===== src/sac_pkg.sv =====
// Shared constants for the successive-approximation converter sequencer.
// Assumes an 8-bit peripheral read/write port and one state per ref_clk_i cycle.
package sac_pkg;
   localparam logic [31:0] SAC_BASE_ADDR = 32'h0400_0080;
   localparam logic [31:0] SAC_RES_A_HI_ADDR = 32'h0400_0080;
   localparam logic [31:0] SAC_RES_A_LO_ADDR = 32'h0400_0082;
   localparam logic [31:0] SAC_RES_B_HI_ADDR = 32'h0400_0084;
   localparam logic [31:0] SAC_RES_B_LO_ADDR = 32'h0400_0086;
   localparam logic [31:0] SAC_RES_C_HI_ADDR = 32'h0400_0088;
   localparam logic [31:0] SAC_RES_C_LO_ADDR = 32'h0400_008A;
   localparam logic [31:0] SAC_RES_D_HI_ADDR = 32'h0400_008C;
   localparam logic [31:0] SAC_RES_D_LO_ADDR = 32'h0400_008E;
   localparam logic [31:0] SAC_CSR_ADDR = 32'h0400_0090;
   localparam logic [31:0] SAC_TRIG_CTRL_ADDR = 32'h0400_0092;

   // Control/status field positions
   localparam int SAC_CSR_END_FLAG = 7;
   localparam int SAC_CSR_IRQ_EN = 6;
   localparam int SAC_CSR_START = 5;
   localparam int SAC_CSR_MULTI = 4;
   localparam int SAC_CSR_TIME_SEL = 3;
   localparam int SAC_CSR_CHAN_MSB = 2;
   // Trigger control field positions
   localparam int SAC_TRG_EN_HI = 7;
   localparam int SAC_TRG_EN_LO = 6;
   localparam int SAC_TRG_SCAN = 5;

   localparam logic [7:0] SAC_CSR_RESET = 8'h00;
   localparam logic [7:0] SAC_TRIG_CTRL_RESET = 8'h07;
   localparam logic [7:0] SAC_RES_RESET = 8'h00;
   localparam logic [2:0] SAC_TRIG_CONST_ONES = 3'h7;

   // Conversion length in peripheral clock states
   localparam int SAC_CONV_STATES_SLOW = 536;
   localparam int SAC_CONV_STATES_FAST = 266;
   localparam int SAC_CNT_W = 10;
   localparam int SAC_RES_W = 10;

   typedef enum logic {SAC_ST_IDLE, SAC_ST_CONV} sac_state_t;
endpackage : sac_pkg


===== src/sac_sequencer.sv =====
// Sequencer, register file and trigger logic of the 10-bit converter.
// Assumes an 8-bit peripheral port with one-cycle read and write strobes.
// Functional notes
// - Result high byte top eight, low bits 7:6
// - Result low byte bits 5:0 read zero
// - Results cleared on reset and standby
// - Inputs n and n+4 share one result
// - Group 0 inputs 0-3, group 1 inputs 4-7
// - Control/status cleared on reset and standby
// - End flag set when selected conversions finish
// - End flag cleared by zero after read
// - Interrupt request when flag and enable set
// - Start bit high while converting; zero stops
// - External trigger also sets start bit
// - Single mode clears start after one conversion
// - Multi mode clears start after last channel
// - Scan mode cycles until start bit cleared
// - Multi bit and scan bit select mode
// - Conversion takes 536 or 266 states
// - Single mode converts channel select number
// - Group bit plus count in multi/scan
// - Trigger falling edge only with both enables
// - High byte read latches low byte
// - Next channel starts right after previous
`timescale 1ns/1ps
module sac_sequencer
   import sac_pkg::*;
(
   input wire logic ref_clk_i,
   input wire logic srst_i,
   input wire logic standby_i,
   input wire logic [31:0] bus_addr_i,
   input wire logic bus_rd_i,
   input wire logic bus_wr_i,
   input wire logic [7:0] bus_wdata_i,
   output logic [7:0] bus_rdata_o,
   output logic bus_rvalid_o,
   input wire logic ext_trigger_pin_i,
   input wire logic [SAC_RES_W-1:0] analog_result_i,
   output logic [2:0] conv_chan_o,
   output logic end_interrupt_req_o
);
   logic clr;
   sac_state_t state_q;
   sac_state_t state_d;
   logic [2:0] chan_q;
   logic [2:0] chan_d;
   logic conv_end_flag_q;
   logic conv_end_flag_d;
   logic armed_q;
   logic armed_d;
   logic end_irq_enable_q;
   logic end_irq_enable_d;
   logic multi_q;
   logic multi_d;
   logic conv_time_select_q;
   logic conv_time_select_d;
   logic [2:0] chan_sel_q;
   logic [2:0] chan_sel_d;
   logic [1:0] trig_en_q;
   logic [1:0] trig_en_d;
   logic scan_select_bit_q;
   logic scan_select_bit_d;
   logic [7:0] res_hi_q [4];
   logic [7:0] res_hi_d [4];
   logic [1:0] res_lo_q [4];
   logic [1:0] res_lo_d [4];
   logic [1:0] temp_q;
   logic [1:0] temp_d;
   logic [7:0] rdata_q;
   logic [7:0] rdata_d;
   logic rvalid_q;
   logic trg_meta_q;
   logic trg_sync_q;
   logic trg_last_q;
   logic busy;
   logic wr_csr;
   logic rd_csr;
   logic wr_trg;
   logic stop_w;
   logic trg_fall;
   logic trg_go;
   logic start_w;
   logic tmr_start;
   logic tmr_done;
   logic last_chan;
   logic in_res;
   logic [2:0] first_chan;

   // Standby behaves as reset for every register of the block except the trigger pin synchronizer and the unreset assertion helpers
   assign clr = srst_i || standby_i;
   assign busy = (state_q == SAC_ST_CONV);
   assign wr_csr = bus_wr_i && (bus_addr_i == SAC_CSR_ADDR);
   assign rd_csr = bus_rd_i && (bus_addr_i == SAC_CSR_ADDR);
   assign wr_trg = bus_wr_i && (bus_addr_i == SAC_TRIG_CTRL_ADDR);
   assign in_res = (bus_addr_i[31:4] == SAC_BASE_ADDR[31:4]) && !bus_addr_i[0];
   assign stop_w = wr_csr && !bus_wdata_i[SAC_CSR_START];
   assign trg_fall = trg_last_q && !trg_sync_q;
   assign trg_go = trg_fall && (trig_en_q == 2'h3);
   assign start_w = !busy && ((wr_csr && bus_wdata_i[SAC_CSR_START]) || trg_go);
   assign last_chan = !multi_q || (chan_q[1:0] == chan_sel_q[1:0]);
   assign first_chan = multi_q ? {chan_sel_q[2], 2'h0} : chan_sel_q;
   // After the last channel only a scan pass re-arms the timer; single and multi leave it idle
   assign tmr_start = start_w
      || (busy && tmr_done && !stop_w && !(last_chan && !(multi_q && scan_select_bit_q)));
   assign bus_rdata_o = rdata_q;
   assign bus_rvalid_o = rvalid_q;
   assign conv_chan_o = chan_q;
   assign end_interrupt_req_o = conv_end_flag_q && end_irq_enable_q;

   sac_conv_timer u_timer
   (
      .ref_clk_i(ref_clk_i),
      .srst_i(clr),
      .start_i(tmr_start),
      .abort_i(busy && stop_w),
      // The start write may carry a new time select, so the timer loads the next value
      .fast_i(conv_time_select_d),
      .done_o(tmr_done)
   );

   always_comb
   begin
      state_d = state_q;
      chan_d = chan_q;
      conv_end_flag_d = conv_end_flag_q;
      armed_d = armed_q;
      end_irq_enable_d = end_irq_enable_q;
      multi_d = multi_q;
      conv_time_select_d = conv_time_select_q;
      chan_sel_d = chan_sel_q;
      trig_en_d = trig_en_q;
      scan_select_bit_d = scan_select_bit_q;
      res_hi_d = res_hi_q;
      res_lo_d = res_lo_q;
      temp_d = temp_q;
      rdata_d = 8'h00;
      if (rd_csr && conv_end_flag_q)
      begin
         armed_d = 1'b1;
      end
      if (wr_csr)
      begin
         end_irq_enable_d = bus_wdata_i[SAC_CSR_IRQ_EN];
         multi_d = bus_wdata_i[SAC_CSR_MULTI];
         conv_time_select_d = bus_wdata_i[SAC_CSR_TIME_SEL];
         chan_sel_d = bus_wdata_i[SAC_CSR_CHAN_MSB:0];
         // Writing one leaves the flag alone
         if (!bus_wdata_i[SAC_CSR_END_FLAG] && armed_q)
         begin
            conv_end_flag_d = 1'b0;
         end
         armed_d = 1'b0;
      end
      if (wr_trg)
      begin
         trig_en_d = bus_wdata_i[SAC_TRG_EN_HI:SAC_TRG_EN_LO];
         scan_select_bit_d = bus_wdata_i[SAC_TRG_SCAN];
      end
      unique case (state_q)
         SAC_ST_IDLE:
         begin
            if (start_w)
            begin
               state_d = SAC_ST_CONV;
               // The start may carry a new mode and channel in the same write
               chan_d = multi_d ? {chan_sel_d[2], 2'h0} : chan_sel_d;
            end
         end
         SAC_ST_CONV:
         begin
            if (stop_w)
            begin
               state_d = SAC_ST_IDLE;
            end
            else if (tmr_done)
            begin
               res_hi_d[chan_q[1:0]] = analog_result_i[9:2];
               res_lo_d[chan_q[1:0]] = analog_result_i[1:0];
               if (last_chan)
               begin
                  // Set wins over a clear in the same cycle
                  conv_end_flag_d = 1'b1;
               end
               if (last_chan && !(multi_q && scan_select_bit_q))
               begin
                  state_d = SAC_ST_IDLE;
               end
               else if (last_chan)
               begin
                  chan_d = first_chan;
               end
               else
               begin
                  chan_d = chan_q + 3'h1;
               end
            end
         end
      endcase
      if (bus_rd_i)
      begin
         if (in_res && !bus_addr_i[1])
         begin
            rdata_d = res_hi_q[bus_addr_i[3:2]];
            temp_d = res_lo_q[bus_addr_i[3:2]];
         end
         else if (in_res)
         begin
            // Low-byte read is served from the latch, not the live result
            rdata_d = {temp_q, 6'h00};
         end
         else if (bus_addr_i == SAC_CSR_ADDR)
         begin
            rdata_d = {conv_end_flag_q, end_irq_enable_q, busy, multi_q,
                       conv_time_select_q, chan_sel_q};
         end
         else if (bus_addr_i == SAC_TRIG_CTRL_ADDR)
         begin
            rdata_d = {trig_en_q, scan_select_bit_q, 2'h0, SAC_TRIG_CONST_ONES};
         end
      end
   end

   always_ff @(posedge ref_clk_i)
   begin
      if (clr)
      begin
         state_q <= SAC_ST_IDLE;
         chan_q <= 3'h0;
         conv_end_flag_q <= SAC_CSR_RESET[SAC_CSR_END_FLAG];
         armed_q <= 1'b0;
         end_irq_enable_q <= SAC_CSR_RESET[SAC_CSR_IRQ_EN];
         multi_q <= SAC_CSR_RESET[SAC_CSR_MULTI];
         conv_time_select_q <= SAC_CSR_RESET[SAC_CSR_TIME_SEL];
         chan_sel_q <= SAC_CSR_RESET[SAC_CSR_CHAN_MSB:0];
         trig_en_q <= SAC_TRIG_CTRL_RESET[SAC_TRG_EN_HI:SAC_TRG_EN_LO];
         scan_select_bit_q <= SAC_TRIG_CTRL_RESET[SAC_TRG_SCAN];
         for (int i = 0; i < 4; i++)
         begin
            res_hi_q[i] <= SAC_RES_RESET;
            res_lo_q[i] <= 2'h0;
         end
         temp_q <= 2'h0;
         rdata_q <= 8'h00;
         rvalid_q <= 1'b0;
      end
      else
      begin
         state_q <= state_d;
         chan_q <= chan_d;
         conv_end_flag_q <= conv_end_flag_d;
         armed_q <= armed_d;
         end_irq_enable_q <= end_irq_enable_d;
         multi_q <= multi_d;
         conv_time_select_q <= conv_time_select_d;
         chan_sel_q <= chan_sel_d;
         trig_en_q <= trig_en_d;
         scan_select_bit_q <= scan_select_bit_d;
         res_hi_q <= res_hi_d;
         res_lo_q <= res_lo_d;
         temp_q <= temp_d;
         rdata_q <= rdata_d;
         rvalid_q <= bus_rd_i;
      end
   end

   // Pin is asynchronous; two stages before the edge detector
   always_ff @(posedge ref_clk_i)
   begin
      if (srst_i)
      begin
         trg_meta_q <= 1'b1;
         trg_sync_q <= 1'b1;
         trg_last_q <= 1'b1;
      end
      else
      begin
         trg_meta_q <= ext_trigger_pin_i;
         trg_sync_q <= trg_meta_q;
         trg_last_q <= trg_sync_q;
      end
   end

   // Helper: cycles since the timer was last started
   logic [SAC_CNT_W:0] cyc_q;
   logic rd_lo_q;
   always_ff @(posedge ref_clk_i)
   begin
      cyc_q <= tmr_start ? '0 : cyc_q + (SAC_CNT_W + 1)'(1);
      rd_lo_q <= bus_rd_i && in_res && bus_addr_i[1];
   end
endmodule : sac_sequencer


===== src/sac_conv_timer.sv =====
// Timed stand-in for the analog sample and compare core.
// Assumes start_i and abort_i are single-cycle requests from the sequencer.
`timescale 1ns/1ps
module sac_conv_timer
   import sac_pkg::*;
#(
   parameter int SLOW_STATES = SAC_CONV_STATES_SLOW,
   parameter int FAST_STATES = SAC_CONV_STATES_FAST
)
(
   input wire logic ref_clk_i,
   input wire logic srst_i,
   input wire logic start_i,
   input wire logic abort_i,
   input wire logic fast_i,
   output logic done_o
);
   logic [SAC_CNT_W-1:0] cnt_q;
   logic [SAC_CNT_W-1:0] cnt_d;
   logic run_q;
   logic run_d;

   assign done_o = run_q && (cnt_q == '0) && !abort_i;

   always_comb
   begin
      cnt_d = cnt_q;
      run_d = run_q;
      if (start_i)
      begin
         // Back-to-back channels restart here in the same cycle as the previous done
         cnt_d = fast_i ? SAC_CNT_W'(FAST_STATES - 1) : SAC_CNT_W'(SLOW_STATES - 1);
         run_d = 1'b1;
      end
      else if (abort_i || done_o)
      begin
         run_d = 1'b0;
      end
      else if (run_q)
      begin
         cnt_d = cnt_q - SAC_CNT_W'(1);
      end
   end

   always_ff @(posedge ref_clk_i)
   begin
      if (srst_i)
      begin
         cnt_q <= '0;
         run_q <= 1'b0;
      end
      else
      begin
         cnt_q <= cnt_d;
         run_q <= run_d;
      end
   end
endmodule : sac_conv_timer


===== config.mk =====
export PLATFORM = sky130hd
export DESIGN_NAME = sac_sequencer
export DESIGN_NICKNAME = d
export VERILOG_FILES = /design/src/sac_pkg.sv /design/src/sac_sequencer.sv /design/src/sac_conv_timer.sv
export SDC_FILE = /design/constraint.sdc
export NUM_CORES = 1
export LEC_CHECK = 0
export BUFFER_PORTS_ARGS = -buffer_cell sky130_fd_sc_hd__buf_2
export CORE_ASPECT_RATIO = 0.75
export CORE_MARGIN = 1.5
export CORE_UTILIZATION = 56
export CTS_BUF_LIST = sky130_fd_sc_hd__clkbuf_16
export DETAILED_ROUTE_END_ITERATION = 12
export PLACE_DENSITY = 0.77
export RECOVER_POWER = 25
export SLEW_MARGIN = 40
export SYNTH_ARGS = -nofsm -noshare
export SYNTH_HDL_FRONTEND = slang
export SYNTH_HIERARCHICAL = 1
export SYNTH_SLANG_ARGS = --single-unit

===== constraint.sdc =====
create_clock -name ref_clk_i -period 4.2 [get_ports ref_clk_i]
set_clock_uncertainty 0.2 [all_clocks]
set_input_delay 0.63 -clock ref_clk_i [delete_from_list [all_inputs] [get_ports ref_clk_i]]
set_output_delay 0.63 -clock ref_clk_i [all_outputs]
set_load 0.01 [all_outputs]

Word level (Yosys, flattened, before mapping)
Cells that the tools add are included.
{"block": "op_classes", "muxes": 44, "n_lt_le_gt_ge": 3, "add_sub_neg": 2, "eq_ne": 10, "bitwise": 5, "reduce_logical": 47}
{"cell": "$eq A32 B27 Y1 const B", "n": 2}
{"cell": "$mux W8", "n": 7}
{"cell": "$mux W10", "n": 4}
{"cell": "$bwmux W32", "n": 1}
{"cell": "$eq A28 B23 Y1 const B", "n": 1}
{"cell": "$logic_and A1 B1 Y1", "n": 22}
{"cell": "$mux W3", "n": 6}
{"cell": "$bmux W8 S2", "n": 1}
{"cell": "$demux W8 S2", "n": 1}
{"cell": "$mux W1", "n": 14}
{"cell": "$logic_not A1 Y1", "n": 11}
{"cell": "$logic_not A10 Y1", "n": 1}
{"cell": "$mux W2", "n": 5}
{"cell": "$sub A10 B1 Y10 const B", "n": 1}
{"cell": "$bwmux W8", "n": 1}
{"cell": "$ne A2 B2 Y1 const B", "n": 4}
{"cell": "$ge A3 B3 Y1 const B", "n": 2}
{"cell": "$not A2 Y3", "n": 2}
{"cell": "$pmux W3 S2", "n": 1}
{"cell": "$logic_or A1 B1 Y1", "n": 5}
{"cell": "$bmux W2 S2", "n": 1}
{"cell": "$demux W2 S2", "n": 1}
{"cell": "$reduce_and A2 Y1", "n": 2}
{"cell": "$reduce_and A4 Y1", "n": 1}
{"cell": "10 further kinds", "n": 14}
{"block": "totals", "out_inout_bits": 13, "reg_bits": 80, "word_cells": 137, "in_bits": 56}

Logic depth before layout (Yosys ltp)
Gate-level depths: netlist of the first run.
{"block": "logic_depth", "depth_word": 12, "depth_mapped": 15, "depth_no_buf": 13}

Cells and area by module
Netlist of the first run, hierarchy kept.
{"mod": "sac_sequencer", "area_per_inst_um2": 3331.9, "n_inst": 1, "cells_per_inst": 386, "seq_area_each_um2": 1381.3}
{"mod": "sac_conv_timer", "area_per_inst_um2": 610.6, "n_inst": 1, "cells_per_inst": 72, "seq_area_each_um2": 220.2}

Worst setup path after synthesis of the first run
Ideal clock, no wire load.
{"block": "synth_timing", "path_kind": "input-to-reg", "startpoint": "in bus_addr_i[21]", "endpoint": "reg u_timer.cnt_q[1]", "t_required_ns": 3.913, "stages": 15, "setup_ns": 0.087, "path_slack_ns": 0.512, "arrival_time_ns": 3.401, "path_buffers": 2, "path_cell_list": "nor4b_1 -> nand3_1 -> nor2_1 -> nand2_1 -> nor3_1 -> nor4_1 -> and2_1 -> clkbuf_1 -> o311ai_0 -> nand2_1 -> a211o_1 -> clkbuf_1 -> nor3_1 -> mux2i_1 -> o31ai_1"}
{"block": "synth_between", "elab_chain_len": 12, "word_cells_on_any_way": 21, "classes_between": "2 x eq/ne; 3 x mux; 16 x reduce/logical"}
{"item": "from (decl)", "line": "sac_sequencer.sv:32", "text": "input wire logic [31:0] bus_addr_i,"}
{"item": "$eq A32 B27 Y1 *", "line": "sac_sequencer.sv:93", "text": "assign wr_csr = bus_wr_i && (bus_addr_i == SAC_CSR_ADDR);"}
{"item": "$logic_and A1 B1 Y1 *", "line": "sac_sequencer.sv:93"}
{"item": "$logic_and A1 B1 Y1 *", "line": "sac_sequencer.sv:97", "text": "assign stop_w = wr_csr && !bus_wdata_i[SAC_CSR_START];"}
{"item": "$logic_and A1 B1 Y1 *", "line": "sac_sequencer.sv:116", "text": ".abort_i(busy && stop_w),"}
{"item": "$logic_not A1 Y1 *", "line": "sac_conv_timer.sv:23", "text": "assign done_o = run_q && (cnt_q == '0) && !abort_i;"}
{"item": "$logic_and A1 B1 Y1 *", "line": "sac_conv_timer.sv:23"}
{"item": "via tmr_done", "line": "sac_sequencer.sv:85", "text": "logic tmr_done;"}
{"item": "$logic_and A1 B1 Y1 * (3 in a row)", "line": "sac_sequencer.sv:105", "text": "|| (busy && tmr_done && !stop_w && !(last_chan && !(multi_q && scan_select_bit_q)));"}
{"item": "$logic_or A1 B1 Y1 *", "line": "sac_sequencer.sv:105"}
{"item": "via tmr_start", "line": "sac_sequencer.sv:84", "text": "logic tmr_start;"}
{"item": "$ne A2 B2 Y1 (no line) / $reduce_bool A2 Y1 (equally long branches)"}
{"item": "$reduce_and A2 Y1 (no line)"}
{"item": "to (signal assigned)", "line": "sac_conv_timer.sv:54", "text": "cnt_q <= cnt_d;"}
{"item": "to (decl)", "line": "sac_conv_timer.sv:18", "text": "logic [SAC_CNT_W-1:0] cnt_q;"}
Mark *: on every way through the listed nets, which the timed path passes. The rest lies on a longest branch.
A chain may end at the register's enable or synchronous reset.

Final worst setup path of the first run
{"block": "layout_timing", "startpoint": "in bus_addr_i[5]", "endpoint": "reg u_timer.cnt_q[1]"}
Same word-level chain as after synthesis.

==> qor.txt, run 1 <==
status - complete, but fails checks
violated checks - max-capacitance violations, max-slew violations
Slew headroom - -6.024%
cts repair resizes - 0
CP max-delay cell - or3b_1
ys async rst share - 0%
CTS Buf Count - 9
Main synth FF type - dfxtp_1
Worst Path Required - 4.24 ns
I/O pin cnt - 69
Slew Viols, Final - 9
Hold Fails Final Rpt - 0
die area - 7558 sq um
hold buffers post-CTS - 0
Port Buffers - 68
fill count - 579
layout cell share with drive strength beyond 1 - 18.08%
Layout Nets - 577
worst path cell trace - buf_2 > or3b_1 > nor3_1 > nand2_1 > nor3_1 > nor4_1 > and2_1 > o311ai_0 > nand2_1 > a211o_1 > nor3_1 > mux2i_1 > o31ai_1
num rows - 26
Post-Syn Instances - 458
hold crit path type - reg -> reg
crit end category - flip-flop
Warnings, synthesis - 6
DR DRC count - 0
Iter 0 DRT Violations - 405
CORE AREA - 6799 sq um
Seq/Total Area, Yosys - 40.62%
Worst-Margin Slew - 1.576 ns
drt first pass iters - 5
r2r startpoint - u_timer/cnt_q[7]
die height - 75.67 microns
clock-pin slew on the worst setup and hold paths - 0.06 ns
CTS tree - built
worst vdd ir - 0.0002092 V
Hold Path Sink - trg_sync_q
pin count of the biggest net entering global routing - 67
Post-Syn Nets - 519
post-route ant nets - 0
ANT cells - 0
GPL Wtd Cong - 0.9110
Total Power - 1.585 mW
synthesis-to-finish area growth - 15.80%
DR vias - 3899
Mean Syn Cell Area - 8.608 sq um
Final setup viols - 0
hold path cells - 1
Synth Cell Area - 3943 sq um
PD cells - 347.1 nW/um^2
setup_tns - 0 ns
RSZ-0062 raised after global routing - false
Total GRT Usage - 28.89%
Lkg Pwr - 1.580 nW
fin crit period - 3.590 ns
number of post-CTS setup repair buffers - 0
global route total overflow - 0
Max FO, Critical Path - 14
Final HPWL DP - 7143 microns
clock latency on the worst-skew pair - 0.34 ns
startpoint types - input pin
Yosys reg bits - 80
wire length per cell - 17.96 microns
worst reg-to-reg path cell count - 8
htree depth - 3
Max Fclk - 278.6 MHz
number of global-route vias before repair - 3361
Crit path top cell by count - nor3_1
first-pass GRT wire length - 16820 microns
Vias/cell - 6.455
Worst Path Arrival - 3.63 ns
clk root buf - clkbuf_16
clock sink count - 80
Yosys cell types - 56
Starting Density - 57.99%
critical path class - in -> reg
CP max stage delay - 0.48 ns
EDFF count, synth - 0
CTS max path bufs - 2
period utilisation layout - 85.48%
WL final - 10850 microns
Die Wd - 99.89 microns
max-cap check violation count - 1
initial antenna violation count - 0
worst hold start - trg_meta_q
reg2reg end - u_timer/cnt_q[1]
FF-to-FF setup slack - 0.63 ns
Yosys cell counts, types with 3 or more instances:
cell type,number,area share [%]
nand2_1,26,2.5
nand2b_1,3,0.48
mux2i_1,11,2.8
a31oi_1,4,0.63
or2_2,3,0.48
clkbuf_1,21,2.0
a21oi_1,57,7.2
inv_1,13,1.2
buf_1,5,0.48
xor2_1,6,1.3
nand3_1,49,6.2
or3_1,4,0.63
nor3_1,14,1.8
a211oi_1,6,1.1
mux4_2,10,5.7
buf_2,3,0.38
and2_1,4,0.63
nand3b_1,3,0.57
nor4_1,10,1.6
dfxtp_1,80,41
o21ai_0,49,6.2
o31ai_1,3,0.57
nor2_1,20,1.9
and3_1,7,1.1
a22oi_1,3,0.57
ha_1,5,1.6
worst max-delay path by stage:
stage | slack [ns] | from | to
finish | 0.61 | bus_addr_i[5] | u_timer/cnt_q[1]
CTS | 0.67 | bus_addr_i[9] | u_timer/cnt_q[1]
global route | 0.22 | bus_addr_i[12] | u_timer/cnt_q[1]
floorplan | 0.51 | bus_addr_i[21] | u_timer/cnt_q[1]
global placement | 0.51 | bus_addr_i[5] | u_timer/cnt_q[1]
detailed placement | 0.36 | bus_addr_i[9] | u_timer/cnt_q[1]
area by class of cell:
type | count | area, sq um | share of cell area, %
clock buffers | 9 | 225.2 | 4.933
clock inverters | 6 | 62.56 | 1.370
inverters | 14 | 52.55 | 1.151
multi-input cells | 334 | 2135 | 46.75
flip-flops and latches | 80 | 1602 | 35.08
well taps | 84 | 105.1 | 2.302
repair buffers | 77 | 384.1 | 8.413
cell families (layout without fill, tap and decap cells):
| logic type | Yosys count | count (layout) | synth area share (%) |
|---|---|---|---|
| buffers and inverters | 44 | 106 | 4.475 |
| XOR/XNOR | 8 | 8 | 1.777 |
| adder cells (fa/ha/maj) | 5 | 5 | 1.587 |
| AND/OR/NAND/NOR | 159 | 159 | 21.90 |
| AO/OA/AOI/OAI | 140 | 140 | 20.76 |
| flip-flops | 80 | 80 | 40.62 |
| multiplexers | 22 | 22 | 8.886 |
per-layer routing:
metal / track usage (%) / share of wire (%) / routed length, microns
met3: 8.532 / 10 / 1087
met5: 0 / 0 / 0
met1: 39.63 / 44 / 4732
met4: 9.233 / 1.7 / 182
met2: 44.52 / 45 / 4843
sequential cells by signal (all words and copies together), names as in the netlist, 2 cells and up:
register	flops
conv_chan_o	3
temp_q	2
trig_en_q	2
chan_sel_q	3
u_timer/cnt_q	10
bus_rdata_o	8
res_lo_q	8
res_hi_q	32
cells in the final DEF, fill, tap and decap left out, drive strengths merged, types with 7 or more instances in the layout:
| cell | netlist | layout |
|---|---|---|
| and3 | 7 | 7 |
| mux2i | 11 | 11 |
| nor2 | 20 | 20 |
| nor4 | 13 | 13 |
| nand2 | 26 | 26 |
| a21oi | 57 | 57 |
| nor3 | 14 | 14 |
| clkbuf | 21 | 24 |
| dfxtp | 80 | 80 |
| mux4 | 10 | 10 |
| nand3 | 49 | 49 |
| inv | 13 | 13 |
| buf | 9 | 62 |
| o21ai | 49 | 49 |
critical path, delay by kind of cell:
family / cells / cell delay, ns
AOI/OAI and AO/OA: 3 / 0.77
buffers and inverters: 1 / 0.09
and+or+nand+nor: 8 / 2.06
muxes: 1 / 0.09
power by group:
group          internal (mW)  leakage, nW  total (mW)  switching, mW
clock                  0.454        0.139       0.754          0.300
sequential             0.760        0.645       0.761       0.000355
combinational         0.0293        0.796      0.0700         0.0407
metrics by stage:
| stage | cells | util (%) | area (sq um) | setup slack [ns] | hold WS [ns] |
|---|---|---|---|---|---|
| global placement | 589 | 63.71 | 4332 | 0.5078 | 0.1922 |
| finish | 604 | 67.15 | 4566 | 0.6100 | 0.2084 |
| global route | 604 | 67.15 | 4566 | 0.2198 | 0.2264 |
| CTS | 604 | 67.94 | 4619 | 0.6749 | 0.2113 |
| floorplan | 458 | - | 3943 | 0.5119 | 0.1895 |
| detailed placement | 589 | 63.71 | 4332 | 0.3583 | 0.1968 |
(Power assumes the default switching activity.)
==> run 2, diff against run 1 <==
==> constraint.sdc (replaced) <==
create_clock -name ref_clk_i -period 4.2 [get_ports ref_clk_i]
set_clock_uncertainty 0.2 [all_clocks]
set_input_delay 0.63 -clock ref_clk_i [delete_from_list [all_inputs] [get_ports ref_clk_i]]
set_output_delay 0.63 -clock ref_clk_i [all_outputs]
set_load 0.02 [all_outputs]
==> qor.txt, run 2 (synthesis results as in run 1) <==
Die Wd - 99.89 microns (unchanged)
pin count of the biggest net entering global routing - 67 (unchanged)
violated checks - max-capacitance violations, max-slew violations (unchanged)
die height - 75.67 microns (unchanged)
PD cells - 347.2 nW/um^2 (was 347.1 nW/um^2)
first-pass GRT wire length - 16820 microns (unchanged)
cts repair resizes - 0 (unchanged)
clk root buf - clkbuf_16 (unchanged)
post-route ant nets - 0 (unchanged)
Worst Path Required - 4.24 ns (about the same)
Worst Path Arrival - 3.66 ns (was 3.63 ns)
global route total overflow - 0 (unchanged)
Layout Nets - 577 (unchanged)
period utilisation layout - 86.09% (was 85.48%)
number of global-route vias before repair - 3361 (unchanged)
hold crit path type - reg -> reg (unchanged)
synthesis-to-finish area growth - 15.77% (was 15.80%)
CTS Buf Count - 9 (unchanged)
setup_tns - 0 ns (unchanged)
CTS tree - built (unchanged)
Starting Density - 57.99% (unchanged)
DR vias - 3892 (was 3899)
RSZ-0062 raised after global routing - false (unchanged)
Worst-Margin Slew - 1.513 ns (was 1.576 ns)
critical path class - in -> reg (unchanged)
clock-pin slew on the worst setup and hold paths - 0.06 ns (about the same)
I/O pin cnt - 69 (unchanged)
worst vdd ir - 0.0002091 V (was 0.0002092 V)
clock sink count - 80 (unchanged)
Slew headroom - -1.787% (was -6.024%)
drt first pass iters - 5 (unchanged)
Final setup viols - 0 (unchanged)
Finished Layout Cells - 604 (unchanged)
DR DRC count - 0 (unchanged)
Lkg Pwr - 1.576 nW (was 1.580 nW)
status - complete, but fails checks (unchanged)
Total GRT Usage - 28.89% (unchanged)
max FFs per register - 32 (unchanged)
wire length per cell - 18.09 microns (was 17.96 microns)
Max FO, Critical Path - 14 (unchanged)
commonest non-fill, non-tap cell in the layout - dfxtp_1 (unchanged)
fin crit period - 3.616 ns (was 3.590 ns)
crit end category - flip-flop (unchanged)
num rows - 26 (unchanged)
most frequent cells in the layout - dfxtp_1, a21oi_1, buf_2, nand3_1, o21ai_0 (unchanged)
die area - 7558 sq um (unchanged)
ANT cells - 0 (unchanged)
number of post-CTS setup repair buffers - 0 (unchanged)
layout cell share with drive strength beyond 1 - 17.88% (was 18.08%)
Slew Viols, Final - 9 (unchanged)
startpoint types - input pin (unchanged)
htree depth - 3 (unchanged)
CORE AREA - 6799 sq um (unchanged)
Largest regs - res_hi_q (32), u_timer/cnt_q (10) (unchanged)
Final HPWL DP - 7143 microns (unchanged)
Vias/cell - 6.444 (was 6.455)
most flop-heavy register - res_hi_q (unchanged)
WL final - 10930 microns (was 10850 microns)
Max Fclk - 276.6 MHz (was 278.6 MHz)
placed insts - 589 (unchanged)
Port Buffers - 68 (unchanged)
GPL Wtd Cong - 0.9110 (unchanged)
max-cap check violation count - 1 (unchanged)
hold slack - 0.2080 ns (was 0.2084 ns)
CTS max path bufs - 2 (unchanged)
Hold Fails Final Rpt - 0 (unchanged)
hold buffers post-CTS - 0 (unchanged)
initial antenna violation count - 0 (unchanged)
Iter 0 DRT Violations - 400 (was 405)
clock latency on the worst-skew pair - 0.33 ns (was 0.34 ns)
==> run 2: metal layers <==
metal / GRT usage (%) / up-vias / wire length, microns
li1: - / 1814 / -
met1: 39.63 / 1799 / 4806
met2: 44.52 / 255 / 4805
met3: 8.532 / 24 / 1120
met4: 9.233 / 0 / 193
met5: 0 / - / 0
==> run 2: final timing paths <==
path / startpoint / to / slack [ns] / cells after the start
worst max register to register: u_timer/cnt_q[7] / u_timer/cnt_q[1] / 0.63 / 8
worst max-delay path: bus_addr_i[5] / u_timer/cnt_q[1] / 0.58 / 13
worst min-delay path: trg_meta_q / trg_sync_q / 0.21 / 1
worst min register to register: trg_meta_q / trg_sync_q / 0.21 / 1
==> run 2: layout make-up <==
type / instances / area (sq um)
fillers: 580 / 2235
multi-input cells: 334 / 2135
flip-flops and latches: 80 / 1602
repair buffers: 77 / 382.9
clock buffers: 9 / 225.2
well taps: 84 / 105.1
clock inverters: 6 / 62.56
inverters: 14 / 52.55
==> run 2: report_power, final <==
group / internal, mW / switching, mW / total (mW) / leakage, nW
clock network: 0.454 / 0.299 / 0.753 / 0.139
registers: 0.760 / 0.000355 / 0.761 / 0.645
logic: 0.0293 / 0.0413 / 0.0707 / 0.793
==> run 2: worst max-delay path: stages <==
cell and delay (ns):
buf_2 0.09, or3b_1 0.48, nor3_1 0.38, nand2_1 0.12, nor3_1 0.30, nor4_1 0.18
and2_1 0.25, o311ai_0 0.23, nand2_1 0.11, a211o_1 0.47, nor3_1 0.25, mux2i_1 0.09
o31ai_1 0.07
==> run 2: per-stage QoR <==
| step | setup WS (ns) | cell area, sq um | power, mW | utilization [%] |
|---|---|---|---|---|
| 2_1_floorplan | 0.5119 | 3943 | 0.8072 | - |
| 3_3_place_gp | 0.5078 | 4332 | 0.8461 | 63.71 |
| 3_5_place_dp | 0.3583 | 4332 | 0.8474 | 63.71 |
| 4_1_cts | 0.6749 | 4619 | 1.591 | 67.94 |
| 5_1_grt | 0.2198 | 4564 | 1.632 | 67.13 |
| 6_report | 0.5843 | 4564 | 1.585 | 67.13 |
